File: src/pkg/uart_sc_pkg.sv
// Purpose: shared constants and types for the smart-card / bus-collision uart
// Assumes: 32-bit classic wishbone, byte addresses, one word per register
// Notes: control and status layouts are packed structs, lowest field last
package uart_sc_pkg;
  // register byte offsets
  localparam logic [7:0] ADDR_CTRL = 8'h00;
  localparam logic [7:0] ADDR_BAUD = 8'h04;
  localparam logic [7:0] ADDR_TXBUF = 8'h08;
  localparam logic [7:0] ADDR_RXBUF = 8'h0C;
  localparam logic [7:0] ADDR_STAT = 8'h10;
  // serial mode codes
  localparam logic [2:0] MODE_BUS = 3'h6;
  localparam logic [2:0] MODE_CARD = 3'h5;
  // prescaler selects and their count masks
  localparam logic [1:0] PRE_F1 = 2'h0;
  localparam logic [1:0] PRE_F2 = 2'h1;
  localparam logic [1:0] PRE_F8 = 2'h2;
  localparam logic [4:0] MASK_F1 = 5'h00;
  localparam logic [4:0] MASK_F2 = 5'h01;
  localparam logic [4:0] MASK_F8 = 5'h07;
  localparam logic [4:0] MASK_F32 = 5'h1F;
  // sixteen sub-ticks per bit
  localparam logic [3:0] SUB_MID = 4'h7;
  localparam logic [3:0] SUB_LAST = 4'hF;
  // start + 8 data + 1 stop
  localparam logic [3:0] BASE_BITS = 4'hA;
  localparam logic [3:0] ONE_BIT = 4'h1;
  localparam logic [3:0] TWO_BITS = 4'h2;
  localparam logic [7:0] BAUD_RESET = 8'h00;
  localparam int STAT_W = 8;

  typedef struct packed {
    logic stop2;
    logic parity_en;
    logic collision_en_ch1;
    logic collision_en_ch0;
    logic start_cond_sel;
    logic tx_enable_autoclear;
    logic collision_sample_sel;
    logic data_invert_sel;
    logic bit_order_sel;
    logic parity_sense_sel;
    logic err_signal_en;
    logic tx_int_cause_sel;
    logic rx_allow;
    logic tx_allow;
    logic [1:0] presc_sel;
    logic clock_src_sel;
    logic [2:0] serial_mode_field;
  } ctrl_t;

  typedef struct packed {
    logic collision_flag;
    logic error_any_flag;
    logic parity_err_flag;
    logic frame_err_flag;
    logic overrun_flag;
    logic rx_full;
    logic tx_idle;
    logic tx_buf_empty;
  } stat_t;

  localparam int CTRL_W = $bits(ctrl_t);
  localparam ctrl_t CTRL_RESET = '0;

  // data bits in line order: optional msb-first, optional inversion
  function automatic logic [7:0] line_map(input logic [7:0] d, input logic rev,
                                          input logic inv);
    logic [7:0] r;
    r = d;
    if (rev) begin
      r = {<<{d}};
    end
    return inv ? ~r : r;
  endfunction
endpackage

File: src/logic/uart_sc.sv
// Purpose: uart channel with smart-card and bus-collision modes, wishbone slave
// Assumes: one 100 MHz clock, synchronous active-high reset
// Notes: serial_in / serial_out are tied together off chip with a pull-up
//
// Overview of operation
// - bus mode: each protocol bit is one whole async character frame.
// - transmitted level differing from received level raises a collision request.
// - collision_sample_sel picks mid-bit or end-of-bit comparison instant.
// - autoclear drops tx_allow on collision; start_cond_sel picks transmit start trigger.
// - channels 0 and 1 detect collisions only with their enable bits set.
// - smart-card mode: direct or inverse convention, line pulled low on parity error.
// - internal clock rate is prescaled clock over 16 times (divider plus one).
// - external clock rate is clock-pin frequency over 16 times (divider plus one).
// - transmit starts only with tx_allow set and transmit buffer full.
// - receive starts only with rx_allow set and a start bit seen.
// - smart-card transmit request comes half a bit after the shift register finishes, cause select set.
// - receive request comes when a character moves into the receive buffer.
// - overrun set at bit before last stop if unread; buffer kept, no request.
// - frame_err_flag set when configured stop bits are missing.
// - error_any_flag set whenever overrun, framing or parity error flagged.
// - parity error signalling on the line only with err_signal_en set.
// - parity error holds serial_out low; buffer read clears flag and releases line.
// - smart-card transmit-finished request half a bit after the stop bit; bus mode at its end.
// - direct: parity even, lsb first, plain; inverse: odd, msb first, inverted.
`timescale 1ns/1ns
module uart_sc #(
  parameter int CHANNEL = 2 // 0 and 1 need their collision enable bit
) (
  input wire logic clock, // system clock
  input wire logic rst, // synchronous reset, active high
  input wire logic wb_cyc_i, // bus cycle
  input wire logic wb_stb_i, // strobe
  input wire logic wb_we_i, // write
  input wire logic [7:0] wb_adr_i, // byte address
  input wire logic [3:0] wb_sel_i, // byte enables
  input wire logic [31:0] wb_dat_i, // write data
  output logic [31:0] wb_dat_o, // read data
  output logic wb_ack_o, // acknowledge
  input wire logic serial_in, // receive pin
  output logic serial_out, // transmit pin
  input wire logic ext_clk, // external transfer clock pin
  output logic tx_req, // transmit request pulse
  output logic rx_req, // receive request pulse
  output logic coll_req // collision request pulse
);
  typedef enum logic [1:0] {TX_IDLE, TX_RUN, TX_TAIL} tx_state_t;
  typedef enum logic [1:0] {RX_IDLE, RX_START, RX_DATA} rx_state_t;

  uart_sc_pkg::ctrl_t ctrl_reg, ctrl_next;
  uart_sc_pkg::stat_t stat;
  logic [7:0] baud_reg;
  logic [2:0] sin_sync_reg, eck_sync_reg;
  logic sin_reg, sin_prev_reg, eck_reg, eck_prev_reg;
  logic [4:0] pre_cnt_reg;
  logic [7:0] brg_cnt_reg;
  tx_state_t tx_state_reg;
  rx_state_t rx_state_reg;
  logic [11:0] tx_sh_reg;
  logic [3:0] tx_idx_reg, tx_sub_reg, rx_idx_reg, rx_sub_reg;
  logic [7:0] tx_buf_reg, rx_buf_reg;
  logic tx_empty_reg, rx_full_reg, ovr_pend_reg, err_hold_reg;
  logic ovr_reg, frm_reg, par_reg, coll_flag_reg, err_any_reg;
  logic [11:0] rx_bits_reg;

  // pin synchronisers: level accepted once stages two and three agree
  always_ff @(posedge clock) begin
    if (rst) begin
      sin_sync_reg <= 3'h7;
      eck_sync_reg <= 3'h0;
      sin_reg <= 1'b1;
      sin_prev_reg <= 1'b1;
      eck_reg <= 1'b0;
      eck_prev_reg <= 1'b0;
    end else begin
      sin_sync_reg <= {sin_sync_reg[1:0], serial_in};
      eck_sync_reg <= {eck_sync_reg[1:0], ext_clk};
      if (sin_sync_reg[1] == sin_sync_reg[2]) sin_reg <= sin_sync_reg[2];
      if (eck_sync_reg[1] == eck_sync_reg[2]) eck_reg <= eck_sync_reg[2];
      sin_prev_reg <= sin_reg;
      eck_prev_reg <= eck_reg;
    end
  end

  // mode decode and frame shape
  wire bus_mode = ctrl_reg.serial_mode_field == uart_sc_pkg::MODE_BUS;
  wire card_mode = ctrl_reg.serial_mode_field == uart_sc_pkg::MODE_CARD;
  wire active = bus_mode | card_mode;
  wire par_on = card_mode | ctrl_reg.parity_en;
  wire two_stop = !card_mode & ctrl_reg.stop2;
  wire [3:0] frame_len = uart_sc_pkg::BASE_BITS + {3'h0, par_on} + {3'h0, two_stop};

  // bit clock: prescaled system clock or external edge, then divide by n+1
  wire [4:0] pre_mask = (ctrl_reg.presc_sel == uart_sc_pkg::PRE_F1) ? uart_sc_pkg::MASK_F1 :
                        (ctrl_reg.presc_sel == uart_sc_pkg::PRE_F2) ? uart_sc_pkg::MASK_F2 :
                        (ctrl_reg.presc_sel == uart_sc_pkg::PRE_F8) ? uart_sc_pkg::MASK_F8 :
                        uart_sc_pkg::MASK_F32;
  wire int_tick = (pre_cnt_reg & pre_mask) == pre_mask;
  wire ext_tick = eck_reg & !eck_prev_reg;
  wire src_tick = ctrl_reg.clock_src_sel ? ext_tick : int_tick;
  wire tick16 = src_tick & (brg_cnt_reg == 8'h00);

  always_ff @(posedge clock) begin
    if (rst) begin
      pre_cnt_reg <= 5'h00;
      brg_cnt_reg <= 8'h00;
    end else begin
      pre_cnt_reg <= pre_cnt_reg + 5'h01;
      if (src_tick) brg_cnt_reg <= tick16 ? baud_reg : brg_cnt_reg - 8'h01;
    end
  end

  // bus decode; request taken once, answered on the next edge
  wire req = wb_cyc_i & wb_stb_i & !wb_ack_o;
  wire wr = req & wb_we_i;
  wire rd = req & !wb_we_i;
  wire hit_ctrl = wb_adr_i == uart_sc_pkg::ADDR_CTRL;
  wire hit_baud = wb_adr_i == uart_sc_pkg::ADDR_BAUD;
  wire hit_tx = wb_adr_i == uart_sc_pkg::ADDR_TXBUF;
  wire hit_rx = wb_adr_i == uart_sc_pkg::ADDR_RXBUF;
  wire hit_stat = wb_adr_i == uart_sc_pkg::ADDR_STAT;
  wire [31:0] wmask = {{8{wb_sel_i[3]}}, {8{wb_sel_i[2]}}, {8{wb_sel_i[1]}}, {8{wb_sel_i[0]}}};
  wire rx_read = rd & hit_rx;
  localparam int STAT_COLL = uart_sc_pkg::STAT_W - 1;
  wire coll_clr = wr & hit_stat & wb_sel_i[0] & wb_dat_i[STAT_COLL];

  // transmitter
  wire [7:0] tx_line = uart_sc_pkg::line_map(tx_buf_reg, ctrl_reg.bit_order_sel,
                                             ctrl_reg.data_invert_sel);
  wire tx_par = ^tx_line ^ !ctrl_reg.parity_sense_sel;
  wire [11:0] tx_frame = {2'h3, par_on ? tx_par : 1'b1, tx_line, 1'b0};
  wire start_ok = !ctrl_reg.start_cond_sel | (rx_state_reg == RX_START);
  wire tx_go = (tx_state_reg == TX_IDLE) & ctrl_reg.tx_allow & !tx_empty_reg & active
               & start_ok;
  wire tx_bit_end = (tx_state_reg == TX_RUN) & tick16 & (tx_sub_reg == uart_sc_pkg::SUB_LAST);
  wire tx_last = tx_bit_end & (tx_idx_reg == frame_len - uart_sc_pkg::ONE_BIT);
  wire tail_end = (tx_state_reg == TX_TAIL) & tick16 & (tx_sub_reg == uart_sc_pkg::SUB_MID);
  wire tx_done = card_mode ? tail_end : tx_last;
  wire tx_req_next = ctrl_reg.tx_int_cause_sel ? tx_done : tx_go;

  // collision compare at the chosen instant of each sent bit
  wire [3:0] coll_pt = ctrl_reg.collision_sample_sel ? uart_sc_pkg::SUB_LAST :
                       uart_sc_pkg::SUB_MID;
  wire coll_ok = (CHANNEL >= 2) | ((CHANNEL == 0) ? ctrl_reg.collision_en_ch0 :
                 ctrl_reg.collision_en_ch1);
  wire collision = bus_mode & coll_ok & (tx_state_reg == TX_RUN) & tick16
                   & (tx_sub_reg == coll_pt) & (serial_out != sin_reg);

  always_ff @(posedge clock) begin
    if (rst) begin
      tx_state_reg <= TX_IDLE;
      tx_sh_reg <= 12'hFFF;
      tx_idx_reg <= 4'h0;
      tx_sub_reg <= 4'h0;
    end else begin
      case (tx_state_reg)
        TX_IDLE: begin
          if (tx_go) begin
            tx_state_reg <= TX_RUN;
            tx_sh_reg <= tx_frame;
            tx_idx_reg <= 4'h0;
            tx_sub_reg <= 4'h0;
          end
        end
        TX_RUN: begin
          if (tick16) tx_sub_reg <= tx_sub_reg + 4'h1;
          if (tx_bit_end) begin
            tx_sh_reg <= {1'b1, tx_sh_reg[11:1]};
            tx_idx_reg <= tx_idx_reg + 4'h1;
          end
          if (tx_last) tx_state_reg <= card_mode ? TX_TAIL : TX_IDLE;
        end
        TX_TAIL: begin
          if (tick16) tx_sub_reg <= tx_sub_reg + 4'h1;
          if (tail_end) tx_state_reg <= TX_IDLE;
        end
        default: tx_state_reg <= TX_IDLE;
      endcase
    end
  end

  // receiver
  wire rx_fall = sin_prev_reg & !sin_reg;
  wire rx_samp = (rx_state_reg == RX_DATA) & tick16 & (rx_sub_reg == uart_sc_pkg::SUB_LAST);
  wire rx_prelast = rx_samp & (rx_idx_reg == frame_len - uart_sc_pkg::TWO_BITS);
  wire rx_last = rx_samp & (rx_idx_reg == frame_len - uart_sc_pkg::ONE_BIT);
  wire [7:0] rx_line = rx_bits_reg[8:1];
  wire [7:0] rx_data = uart_sc_pkg::line_map(rx_line, ctrl_reg.bit_order_sel,
                                             ctrl_reg.data_invert_sel);
  wire rx_par_bad = par_on & ((^rx_line ^ !ctrl_reg.parity_sense_sel) != rx_bits_reg[9]);
  wire rx_frm_bad = !sin_reg | (two_stop & !rx_bits_reg[rx_idx_reg - 4'h1]);
  wire rx_store = rx_last & !ovr_pend_reg;

  always_ff @(posedge clock) begin
    if (rst) begin
      rx_state_reg <= RX_IDLE;
      rx_sub_reg <= 4'h0;
      rx_idx_reg <= 4'h0;
      rx_bits_reg <= 12'h000;
      ovr_pend_reg <= 1'b0;
    end else begin
      case (rx_state_reg)
        RX_IDLE: begin
          // our own error signal on the tied line must not look like a start bit
          if (ctrl_reg.rx_allow & active & rx_fall & !err_hold_reg) begin
            rx_state_reg <= RX_START;
            rx_sub_reg <= 4'h0;
          end
        end
        RX_START: begin
          if (tick16) rx_sub_reg <= rx_sub_reg + 4'h1;
          if (tick16 & (rx_sub_reg == uart_sc_pkg::SUB_MID)) begin
            rx_state_reg <= sin_reg ? RX_IDLE : RX_DATA; // false start rejected
            rx_sub_reg <= 4'h0;
            rx_idx_reg <= 4'h1;
            ovr_pend_reg <= 1'b0;
          end
        end
        RX_DATA: begin
          if (tick16) rx_sub_reg <= rx_sub_reg + 4'h1;
          if (rx_samp) begin
            rx_bits_reg[rx_idx_reg] <= sin_reg;
            rx_idx_reg <= rx_idx_reg + 4'h1;
          end
          if (rx_prelast) ovr_pend_reg <= rx_full_reg;
          if (rx_last) rx_state_reg <= RX_IDLE;
        end
        default: rx_state_reg <= RX_IDLE;
      endcase
    end
  end

  // flags: a set in the same cycle as a clear wins
  wire ovr_next = rx_prelast & rx_full_reg | (ovr_reg & !rx_read);
  wire frm_next = rx_last & rx_frm_bad | (frm_reg & !rx_read);
  wire par_set = rx_last & rx_par_bad;
  wire par_next = par_set | (par_reg & !rx_read);
  wire hold_set = par_set & card_mode & ctrl_reg.err_signal_en;
  localparam int CTRL_W = uart_sc_pkg::CTRL_W;

  always_comb begin
    ctrl_next = uart_sc_pkg::ctrl_t'((ctrl_reg & ~wmask[CTRL_W-1:0])
                                     | (wb_dat_i[CTRL_W-1:0] & wmask[CTRL_W-1:0]));
    if (!(wr & hit_ctrl)) ctrl_next = ctrl_reg;
    if (collision & ctrl_reg.tx_enable_autoclear) ctrl_next.tx_allow = 1'b0;
  end

  always_ff @(posedge clock) begin
    if (rst) begin
      ctrl_reg <= uart_sc_pkg::CTRL_RESET;
      baud_reg <= uart_sc_pkg::BAUD_RESET;
      tx_buf_reg <= 8'h00;
      tx_empty_reg <= 1'b1;
      rx_buf_reg <= 8'h00;
      rx_full_reg <= 1'b0;
      ovr_reg <= 1'b0;
      frm_reg <= 1'b0;
      par_reg <= 1'b0;
      err_any_reg <= 1'b0;
      coll_flag_reg <= 1'b0;
      err_hold_reg <= 1'b0;
    end else begin
      ctrl_reg <= ctrl_next;
      if (wr & hit_baud & wb_sel_i[0]) baud_reg <= wb_dat_i[7:0];
      if (wr & hit_tx & wb_sel_i[0]) tx_buf_reg <= wb_dat_i[7:0];
      tx_empty_reg <= (wr & hit_tx & wb_sel_i[0]) ? 1'b0 : (tx_go | tx_empty_reg);
      if (rx_store) rx_buf_reg <= rx_data;
      rx_full_reg <= rx_store | (rx_full_reg & !rx_read);
      ovr_reg <= ovr_next;
      frm_reg <= frm_next;
      par_reg <= par_next;
      err_any_reg <= ovr_next | frm_next | par_next;
      coll_flag_reg <= collision | (coll_flag_reg & !coll_clr);
      err_hold_reg <= hold_set | (err_hold_reg & !rx_read);
    end
  end

  // read mux; unmapped addresses read zero and still acknowledge
  assign stat = '{collision_flag: coll_flag_reg, error_any_flag: err_any_reg,
                  parity_err_flag: par_reg, frame_err_flag: frm_reg, overrun_flag: ovr_reg,
                  rx_full: rx_full_reg, tx_idle: tx_state_reg == TX_IDLE,
                  tx_buf_empty: tx_empty_reg};
  wire [31:0] rd_data = hit_ctrl ? {{(32 - CTRL_W){1'b0}}, ctrl_reg} :
                        hit_baud ? {24'h000000, baud_reg} :
                        hit_tx ? {24'h000000, tx_buf_reg} :
                        hit_rx ? {24'h000000, rx_buf_reg} :
                        hit_stat ? {24'h000000, stat} : 32'h00000000;
  // line held low during an error signal so the far end sees it
  wire sout_next = !err_hold_reg & ((tx_state_reg == TX_RUN) ? tx_sh_reg[0] : 1'b1);

  // all outputs registered
  always_ff @(posedge clock) begin
    if (rst) begin
      wb_ack_o <= 1'b0;
      wb_dat_o <= 32'h00000000;
      serial_out <= 1'b1;
      tx_req <= 1'b0;
      rx_req <= 1'b0;
      coll_req <= 1'b0;
    end else begin
      wb_ack_o <= req;
      wb_dat_o <= rd ? rd_data : 32'h00000000;
      serial_out <= sout_next;
      tx_req <= tx_req_next;
      rx_req <= rx_store;
      coll_req <= collision;
    end
  end

  // helper: cycles between bit ticks, valid once config is steady
  logic [13:0] gap_reg;
  logic steady_reg;
  always_ff @(posedge clock) begin
    if (rst) begin
      gap_reg <= 14'h0001;
      steady_reg <= 1'b0;
    end else begin
      gap_reg <= tick16 ? 14'h0001 : gap_reg + 14'h0001;
      steady_reg <= !(wr & (hit_ctrl | hit_baud)) & (steady_reg | tick16);
    end
  end
endmodule // uart_sc

File: config.mk
export PLATFORM = sky130hd
export DESIGN_NAME = uart_sc
export DESIGN_NICKNAME = d
export VERILOG_FILES = /design/src/pkg/uart_sc_pkg.sv /design/src/logic/uart_sc.sv
export SDC_FILE = /design/constraint.sdc
export NUM_CORES = 1
export LEC_CHECK = 0
export BUFFER_PORTS_ARGS = -buffer_cell sky130_fd_sc_hd__clkbuf_2
export CAP_MARGIN = 20
export CORE_MARGIN = 10
export CORE_UTILIZATION = 25
export DETAILED_ROUTE_END_ITERATION = 6
export GPL_TIMING_DRIVEN = 1
export MAX_ROUTING_LAYER = met4
export PLACE_DENSITY = 0.51
export SETUP_SLACK_MARGIN = 0.1
export SLEW_MARGIN = 20
export SYNTH_ARGS = -nofsm -noshare
export SYNTH_HDL_FRONTEND = slang
export SYNTH_SLANG_ARGS = --single-unit
File: constraint.sdc
create_clock -name clock -period 2.85 [get_ports clock]
set_input_delay 0 -clock clock [delete_from_list [all_inputs] [get_ports clock]]
set_output_delay 0 -clock clock [all_outputs]
set_load 0.02 [all_outputs]
# Word level (Yosys, flattened, before mapping)
# Index checks and enable logic that the tools add are counted.
# word_totals
latchBits	0
reg_bits	157
word_cells	268
inputBits	51
rom_bits	0
memories	0
ram_bits	0
# classes
n_bitwise	77
shifts	0
n_lt_le_gt_ge	3
n_eq_ne	35
n_div	0
add_sub_neg	11
n_mul	0
mux	53
n_reduce_logical	37
# op_table
operator	count
$mux W8	9
$and A1 B1 Y1	54
$and A20 B20 Y20	2
$mux W4	9
$mux W12	2
$pmux W12 S2	1
$pmux W4 S2	3
$mux W20	1
$not A20 Y20	1
$or A20 B20 Y20	1
$reduce_and A3 Y1	6
$add A4 B1 Y4 const B	4
$eq A4 B4 Y1	4
$eq A8 B4 Y1 const B	2
$logic_not A8 Y1	2
$mux W2	8
$not A8 Y8	2
$reduce_xor A8 Y1	2
$mux W5	3
$ne A2 B2 Y1 const B	7
$logic_not A1 Y1	13
$or A1 B1 Y1	13
$bwmux W12	1
$pmux W2 S3	2
34 further kinds	64

# Logic depth before layout (Yosys ltp)
# Gate-level depths: netlist of the first run.
# depth
depth_word	15
mapped_depth	12

# Least setup slack after synthesis of the first run
# No wires, ideal clock.
# synth_path
path_type	flip-flop to flip-flop
from	register with a tool-made name
to	register tx_state_reg[0]
arrival_ps	2570
required_time_ps	2722
setup_ps	128
synth_period_minus_slack_ps	2697
path_stages_with_launch	13
setup_slack_ps	153
cell_sequence	dfxtp_1 -> clkbuf_1 -> nand2_1 -> or2_2 -> nand2b_1 -> inv_1 -> ha_1 -> xnor2_1 -> nor4_1 -> nand4_1 -> a221oi_2 -> mux2i_1 -> nor2_1
# synth_lines
element	line_no	source
to (signal assigned)	uart_sc.sv:170	if (tx_last) tx_state_reg <= card_mode ? TX_TAIL : TX_IDLE;
to (decl)	uart_sc.sv:56	tx_state_t tx_state_reg;

==> run metrics, run 1 <==
fill count 2,897; Period minus WS final 2570 ps; multiplexer area fraction after synthesis 0.0936; # DRC 0; EDFF count, synth 0; remaining antenna violation count 0; register area share after synthesis 0.401; Post-Layout Cell Count 1,311; DRT Wirelength approximately 20 mm; final setup TNS 0 ps; Die H 189 um; Max-slew headroom 0.413; dpl cells 1,237; final setup vio count 0; Max Cap Viol 0; Initial Utilization 0.255; Max H-tree Level 4; post-synthesis compound-gate area fraction 0.131; CTS tree done; Die ar. 35,700 um2; final hold violations 0; post-DP HPWL 15.0 mm; Hold Crit Class in -> reg; crit-path max FO 14; Total Power about 0.0052 W; CP Capture Type register; vias in the first global route around 5.8k; antenna violations before repair 0; Core ar. ~28,000 um2; All-Layer GR Usage 0.116; CTS clk-pin slew, worst paths 60 ps; fin. max-slew vios 0; Netlist cell types 67; Slowest-stage cell, CP dlygate4sd3_1; Worst path most repeated cell dlygate4sd3_1; #FFs+latches synth 143; maximum clock rate 389 MHz; layout cell share with drive strength beyond 1 0.162; row count 61; final period utilization 0.901; clk sink count ~140; P&R area growth vs syn 25.6%; peak supply drop 0.000378 V; PortBufs 62; Ports 88; clk_skew 5.35 ps; data arrival time of the worst path approximately 2900 ps; CP cell instances dlygate4sd3_1 -> clkbuf_2 -> nor4b_4 -> and3_2 -> nand3_1 -> dlygate4sd3_1 -> a21oi_1 -> dlygate4sd3_1; NumNets Final a little under 1k; kind of critical path in -> reg; Num CTS Buffers 17; most frequent cells in the layout 143 x dfxtp_1, 87 x nor2_1, 63 x nand2_1; gr ovfl total 0; worst path required time about 3200 ps; via count 6,051; largest net degree at the start of global routing 77; Post-synth ARST share 0; largest family of logic cells by synthesized area simple AND/OR/NAND/NOR gates; DRT iter0 DRCs 417; LEAKAGE 3.26 nW; status complete, no violations; Power Dens Cells a little under 600 nW/um2; Cells after Synth 818; adder-cell area share of the yosys netlist 0.0333; root buf cell clkbuf_16; Ys Warns 0; CP Launch Type primary input; Crit path max-delay family buffers and inverters; Slew @ Worst Pin approximately 880 ps; Syn Area/Cell 8.72 um2; cell area after synthesis 7140 um2; CP max stage delay 570 ps; worst skew pair latency approximately 420 ps; crit path buf inv count 4; Pre-Repair DR Iteration Count 6; RD Place Congestion about 0.83; Synth Area in Simple Gates 0.223; RSZ-0062 raised after global routing no; ANT cells 0; Routed WL per cell 15.7 um; Clock Path Buffers 2; Horiz. Die Dim 189 um; Post-Synth XOR/XNOR Area 0.0626; commonest non-fill, non-tap cell in the layout dfxtp_1; Main synth FF type dfxtp_1; Vias per Instance 4.62; global-route wire length before repair 32.5 mm
[synth_stat cells, drive strengths merged, types with 5 or more instances]
cell,count,area [um2]
dfxtp,143,2860
nor2,90,355
nand2,63,236
a21oi,61,305
mux2i,60,601
clkbuf,39,146
xnor2,36,315
nand3,30,150
inv,27,101
nor3,26,135
o21ai,24,120
buf,23,144
ha,19,238
and2,16,100
xor2,15,131
nand4,13,87.6
a31oi,12,75.1
nand2b,12,75.1
a22oi,10,75.1
nor2b,10,62.6
nor4,10,105
a222oi,8,80.1
or2,7,43.8
a211oi,6,45.0
and3,5,31.3
[layout make-up]
class	instances	area [um2]	area share
Multi-Input combinational cell	597	3940	0.440
Clock inverter	10	135	0.0151
Clock buffer	21	470	0.0525
Sequential cell	143	2860	0.319
Inverter	27	101	0.0113
Timing Repair Buffer	135	978	0.109
Tap cell	378	473	0.0528
[path summary, 6_finish.rpt]
check                       start         endpoint  slack, ps  cells past startpoint
setup / recovery      wb_adr_i[4]         register        280                      8
hold / removal        wb_adr_i[5]     wb_dat_o[14]         30                      4
setup reg to reg   brg_cnt_reg[0]         register        340                      8
hold reg to reg   sin_sync_reg[0]  sin_sync_reg[1]        410                      1
[report_power, final]
part	internal (W)	total (W)	switching, W
clock network	0.00144	0.00231	0.000873
logic	0.000316	0.000765	0.000450
registers	0.00207	0.00214	0.0000678
total	0.00383	0.00522	0.00139
[metal layers]
metal	routed length, um	track usage	vias up
met5	0	-	-
met4	195	0.0266	0
met3	1120	0.0303	16
met2	9490	0.180	136
met1	9750	0.149	2844
li1	-	-	3055
[cells by family after synthesis]
group                      Yosys count
adders and majority gates           19
buffers and inverters               89
muxes                               63
xor gates and xnor gates            51
and+or+nand+nor                    304
DFF                                143
other                                1
AOI/OAI and AO/OA                  148
[tightest hold or removal path, delay by kind of cell]
kind / cells / cell delay [ps]
AND/OR/NAND/NOR: 2 / 150
buffers and inverters: 2 / 250
[through the flow]
| stage | utilization | hold slack [ps] | cell area (um2) | setup WS [ps] |
|---|---|---|---|---|
| 6_report | 0.320 | 27.8 | 8960 | 281 |
| 5_1_grt | 0.320 | 50.4 | 8960 | 86.3 |
| 4_1_cts | 0.319 | 10.2 | 8920 | 155 |
| 3_5_place_dp | 0.282 | 224 | 7900 | 169 |
| 3_3_place_gp | 0.282 | 223 | 7900 | 186 |
| 2_1_floorplan | - | 104 | 7180 | 153 |
[what timing repair did]
item / 4_1_cts / 5_1_grt
endpoints found under the hold margin: 42 / 0
hold buffers: 42 / 0
gates resized for setup: 0 / 4
setup endpoints to repair: 0 / 13
setup buffers: 0 / 1
Note: power is estimated with default switching activity, not from simulation.
==> run 2, diff against run 1 <==
- HOLD_SLACK_MARGIN: unset -> 0.05
- REMOVE_ABC_BUFFERS: unset -> 1
==> run 2 against run 1 <==
  * Register-to-register slack worse by 110 ps
  * Largest power group unchanged
  * Via count grew 2.2%
  * Critical path depth increased by 3
  * Sequential share of layout area down 0.25 points
  * First-iteration DRC count rose by 30%
  * Non-clock buffer count is 5 higher
  * Wire length rose by 1.2%
  * Hold slack better by 95 ps
  * Critical path type is now reg -> reg
  * Cell count rose by 0.46%
  * Core utilization up 0.25 points
==> run metrics, run 2 (synthesis gave the netlist of run 1 again) <==
Period minus WS final 2620 ps (+54.4 ps); largest net degree at the start of global routing 115 (+49%); final period utilization 0.920 (+0.0191); Pre-Repair DR Iteration Count 5 (-1); peak supply drop 0.000369 V (-2.2%); RD Place Congestion 0.815 (-2.1%); Hold WS 123 ps (+95.0 ps); post-DP HPWL 15.2 mm (+0.77%); remaining antenna violation count 0 (unchanged); PortBufs 62 (unchanged); Max H-tree Level 4 (unchanged); crit-path max FO 3 (-11); ANT cells 0 (unchanged); Crit path max-delay family simple AND/OR/NAND/NOR gates; kind of critical path reg -> reg; Sw Share 0.293 (+0.0269); status complete, no violations; layout cell share with drive strength beyond 1 0.167 (+0.00536); CTS clk-pin slew, worst paths 70 ps (about the same); worst path required time 3150 ps (-70 ps); Ports 88 (unchanged); DRT iter0 DRCs 541 (+30%); DRT Wirelength 20.8 mm (+1.2%); clk sink count 143 (unchanged); fill count 2,955 (+2.0%); final setup TNS 0 ps (unchanged); data arrival time of the worst path 2920 ps (about the same); CP max stage delay 370 ps (-200 ps); combinational fraction of design power 0.149 (+0.002); Die ar. 35,700 um2 (unchanged); Core ar. 28,000 um2 (unchanged); most frequent cells in the layout 143 x dfxtp_1, 87 x nor2_1, 63 x nand2_1; sequential power share 0.405 (-0.005); Clock Path Buffers 2 (unchanged); commonest non-fill, non-tap cell in the layout dfxtp_1; Psw 0.00155 W (+12%); fin. max-slew vios 0 (unchanged); Hold Crit Class in -> reg; clk_skew 9.98 ps (+4.63 ps); final hold violations 0 (unchanged); Routed WL per cell 15.8 um (+0.74%); Die H 189 um (unchanged); Power Internal 0.00374 W (-2.4%); global-route wire length before repair 33.4 mm (+2.9%); LEAKAGE 3.30 nW (+1.3%); RSZ-0062 raised after global routing yes; Num CTS Buffers 17 (unchanged); Slew @ Worst Pin 686 ps (-194 ps); via count 6,183 (+2.2%); row count 61 (unchanged); P&R area growth vs syn 26.6%; Final Core Density 0.323 (+0.00250); root buf cell clkbuf_16; vias in the first global route 5,987 (+2.7%); Max Cap Viol 0 (unchanged); Total Power 0.00529 W (+1.3%); antenna violations before repair 0 (unchanged); Vias per Instance 4.69 (+1.7%); Initial Utilization 0.255 (unchanged); gr ovfl total 0 (unchanged); CP cell instances nand2_1 -> or2_2 -> nand2b_1 -> inv_1 -> ha_1 -> xnor2_1 -> nor4_2 -> nand4_1 -> a221oi_4 -> mux2i_1 -> nor2_1; Slowest-stage cell, CP a221oi_4; CTS tree done; CP Launch Type register; CP Capture Type register; power share of the clock group 0.446 (+0.003); Power Dens Cells 585 nW/um2 (+0.51%); Horiz. Die Dim 189 um (unchanged); Max-slew headroom 0.540 (+0.127); NumNets Final 996 (+0.50%); All-Layer GR Usage 0.119 (+0.00306); # DRC 0 (unchanged); maximum clock rate 381 MHz (-2.1%); final setup vio count 0 (unchanged); worst skew pair latency 430 ps (about the same); crit path buf inv count 1 (-3)
==> run 2: power groups by stage <==
| stage | clock [W] | sequential, W | combinational, W |
|---|---|---|---|
| 5_1_grt | 0.00250 | 0.00215 | 0.000891 |
| 3_3_place_gp | 0 | 0.00218 | 0.000747 |
| 6_report | 0.00236 | 0.00214 | 0.000788 |
| 4_1_cts | 0.00241 | 0.00214 | 0.000787 |
| 2_1_floorplan | 0 | 0.00217 | 0.000496 |
| 3_5_place_dp | 0 | 0.00218 | 0.000754 |
==> run 2: path summary, 6_finish.rpt <==
| check | startpoint | to | slack (ps) | cells past startpoint |
|---|---|---|---|---|
| hold / removal | wb_sel_i[0] | register | 120 | 5 |
| hold reg to reg | sin_sync_reg[0] | sin_sync_reg[1] | 430 | 1 |
| setup reg to reg | register | tx_state_reg[0] | 230 | 11 |
| setup / recovery | register | tx_state_reg[0] | 230 | 11 |
==> run 2: worst register-to-register path: cells and delay by family (launching register included) <==
kind,cells,cell delay (ps)
simple gates,6,1020
compound gates,1,370
flops,1,340
fa+ha+maj,1,320
mux,1,220
xor+xnor,1,150
buf+inv,1,80
==> run 2: final cells by class <==
class	count	area, um2	area share
multi-input cells	597	3950	0.437
flip-flops and latches	143	2860	0.317
repair buffers	140	1030	0.114
well taps	378	473	0.0524
clock buffers	17	425	0.0471
clock inverters	15	194	0.0215
inverters	27	101	0.0112
==> run 2: routing by layer <==
metal,track usage,routed length (um),vias to the layer above
li1,-,-,3070
met1,0.153,10100,2962
met2,0.183,9480,127
met3,0.0298,901,24
met4,0.0330,325,0
met5,-,0,-
==> run 2: what timing repair did <==
| action | in CTS | in global routing |
|---|---|---|
| setup buffers | 0 | 3 |
| resized for setup | 0 | 4 |
| endpoints found under the setup margin | 0 | 13 |
| hold buffers | 42 | 0 |
| endpoints found under the hold margin | 41 | 0 |
==> run 2: stage by stage <==
step	cells	worst slack (ps)	instance area, um2
after CTS	1314	189	8970
after global routing	1317	-0.747	9030
after floorplan	767	216	6890
after detailed placement	1240	216	7930
final	1317	227	9030
after global placement	1240	219	7930
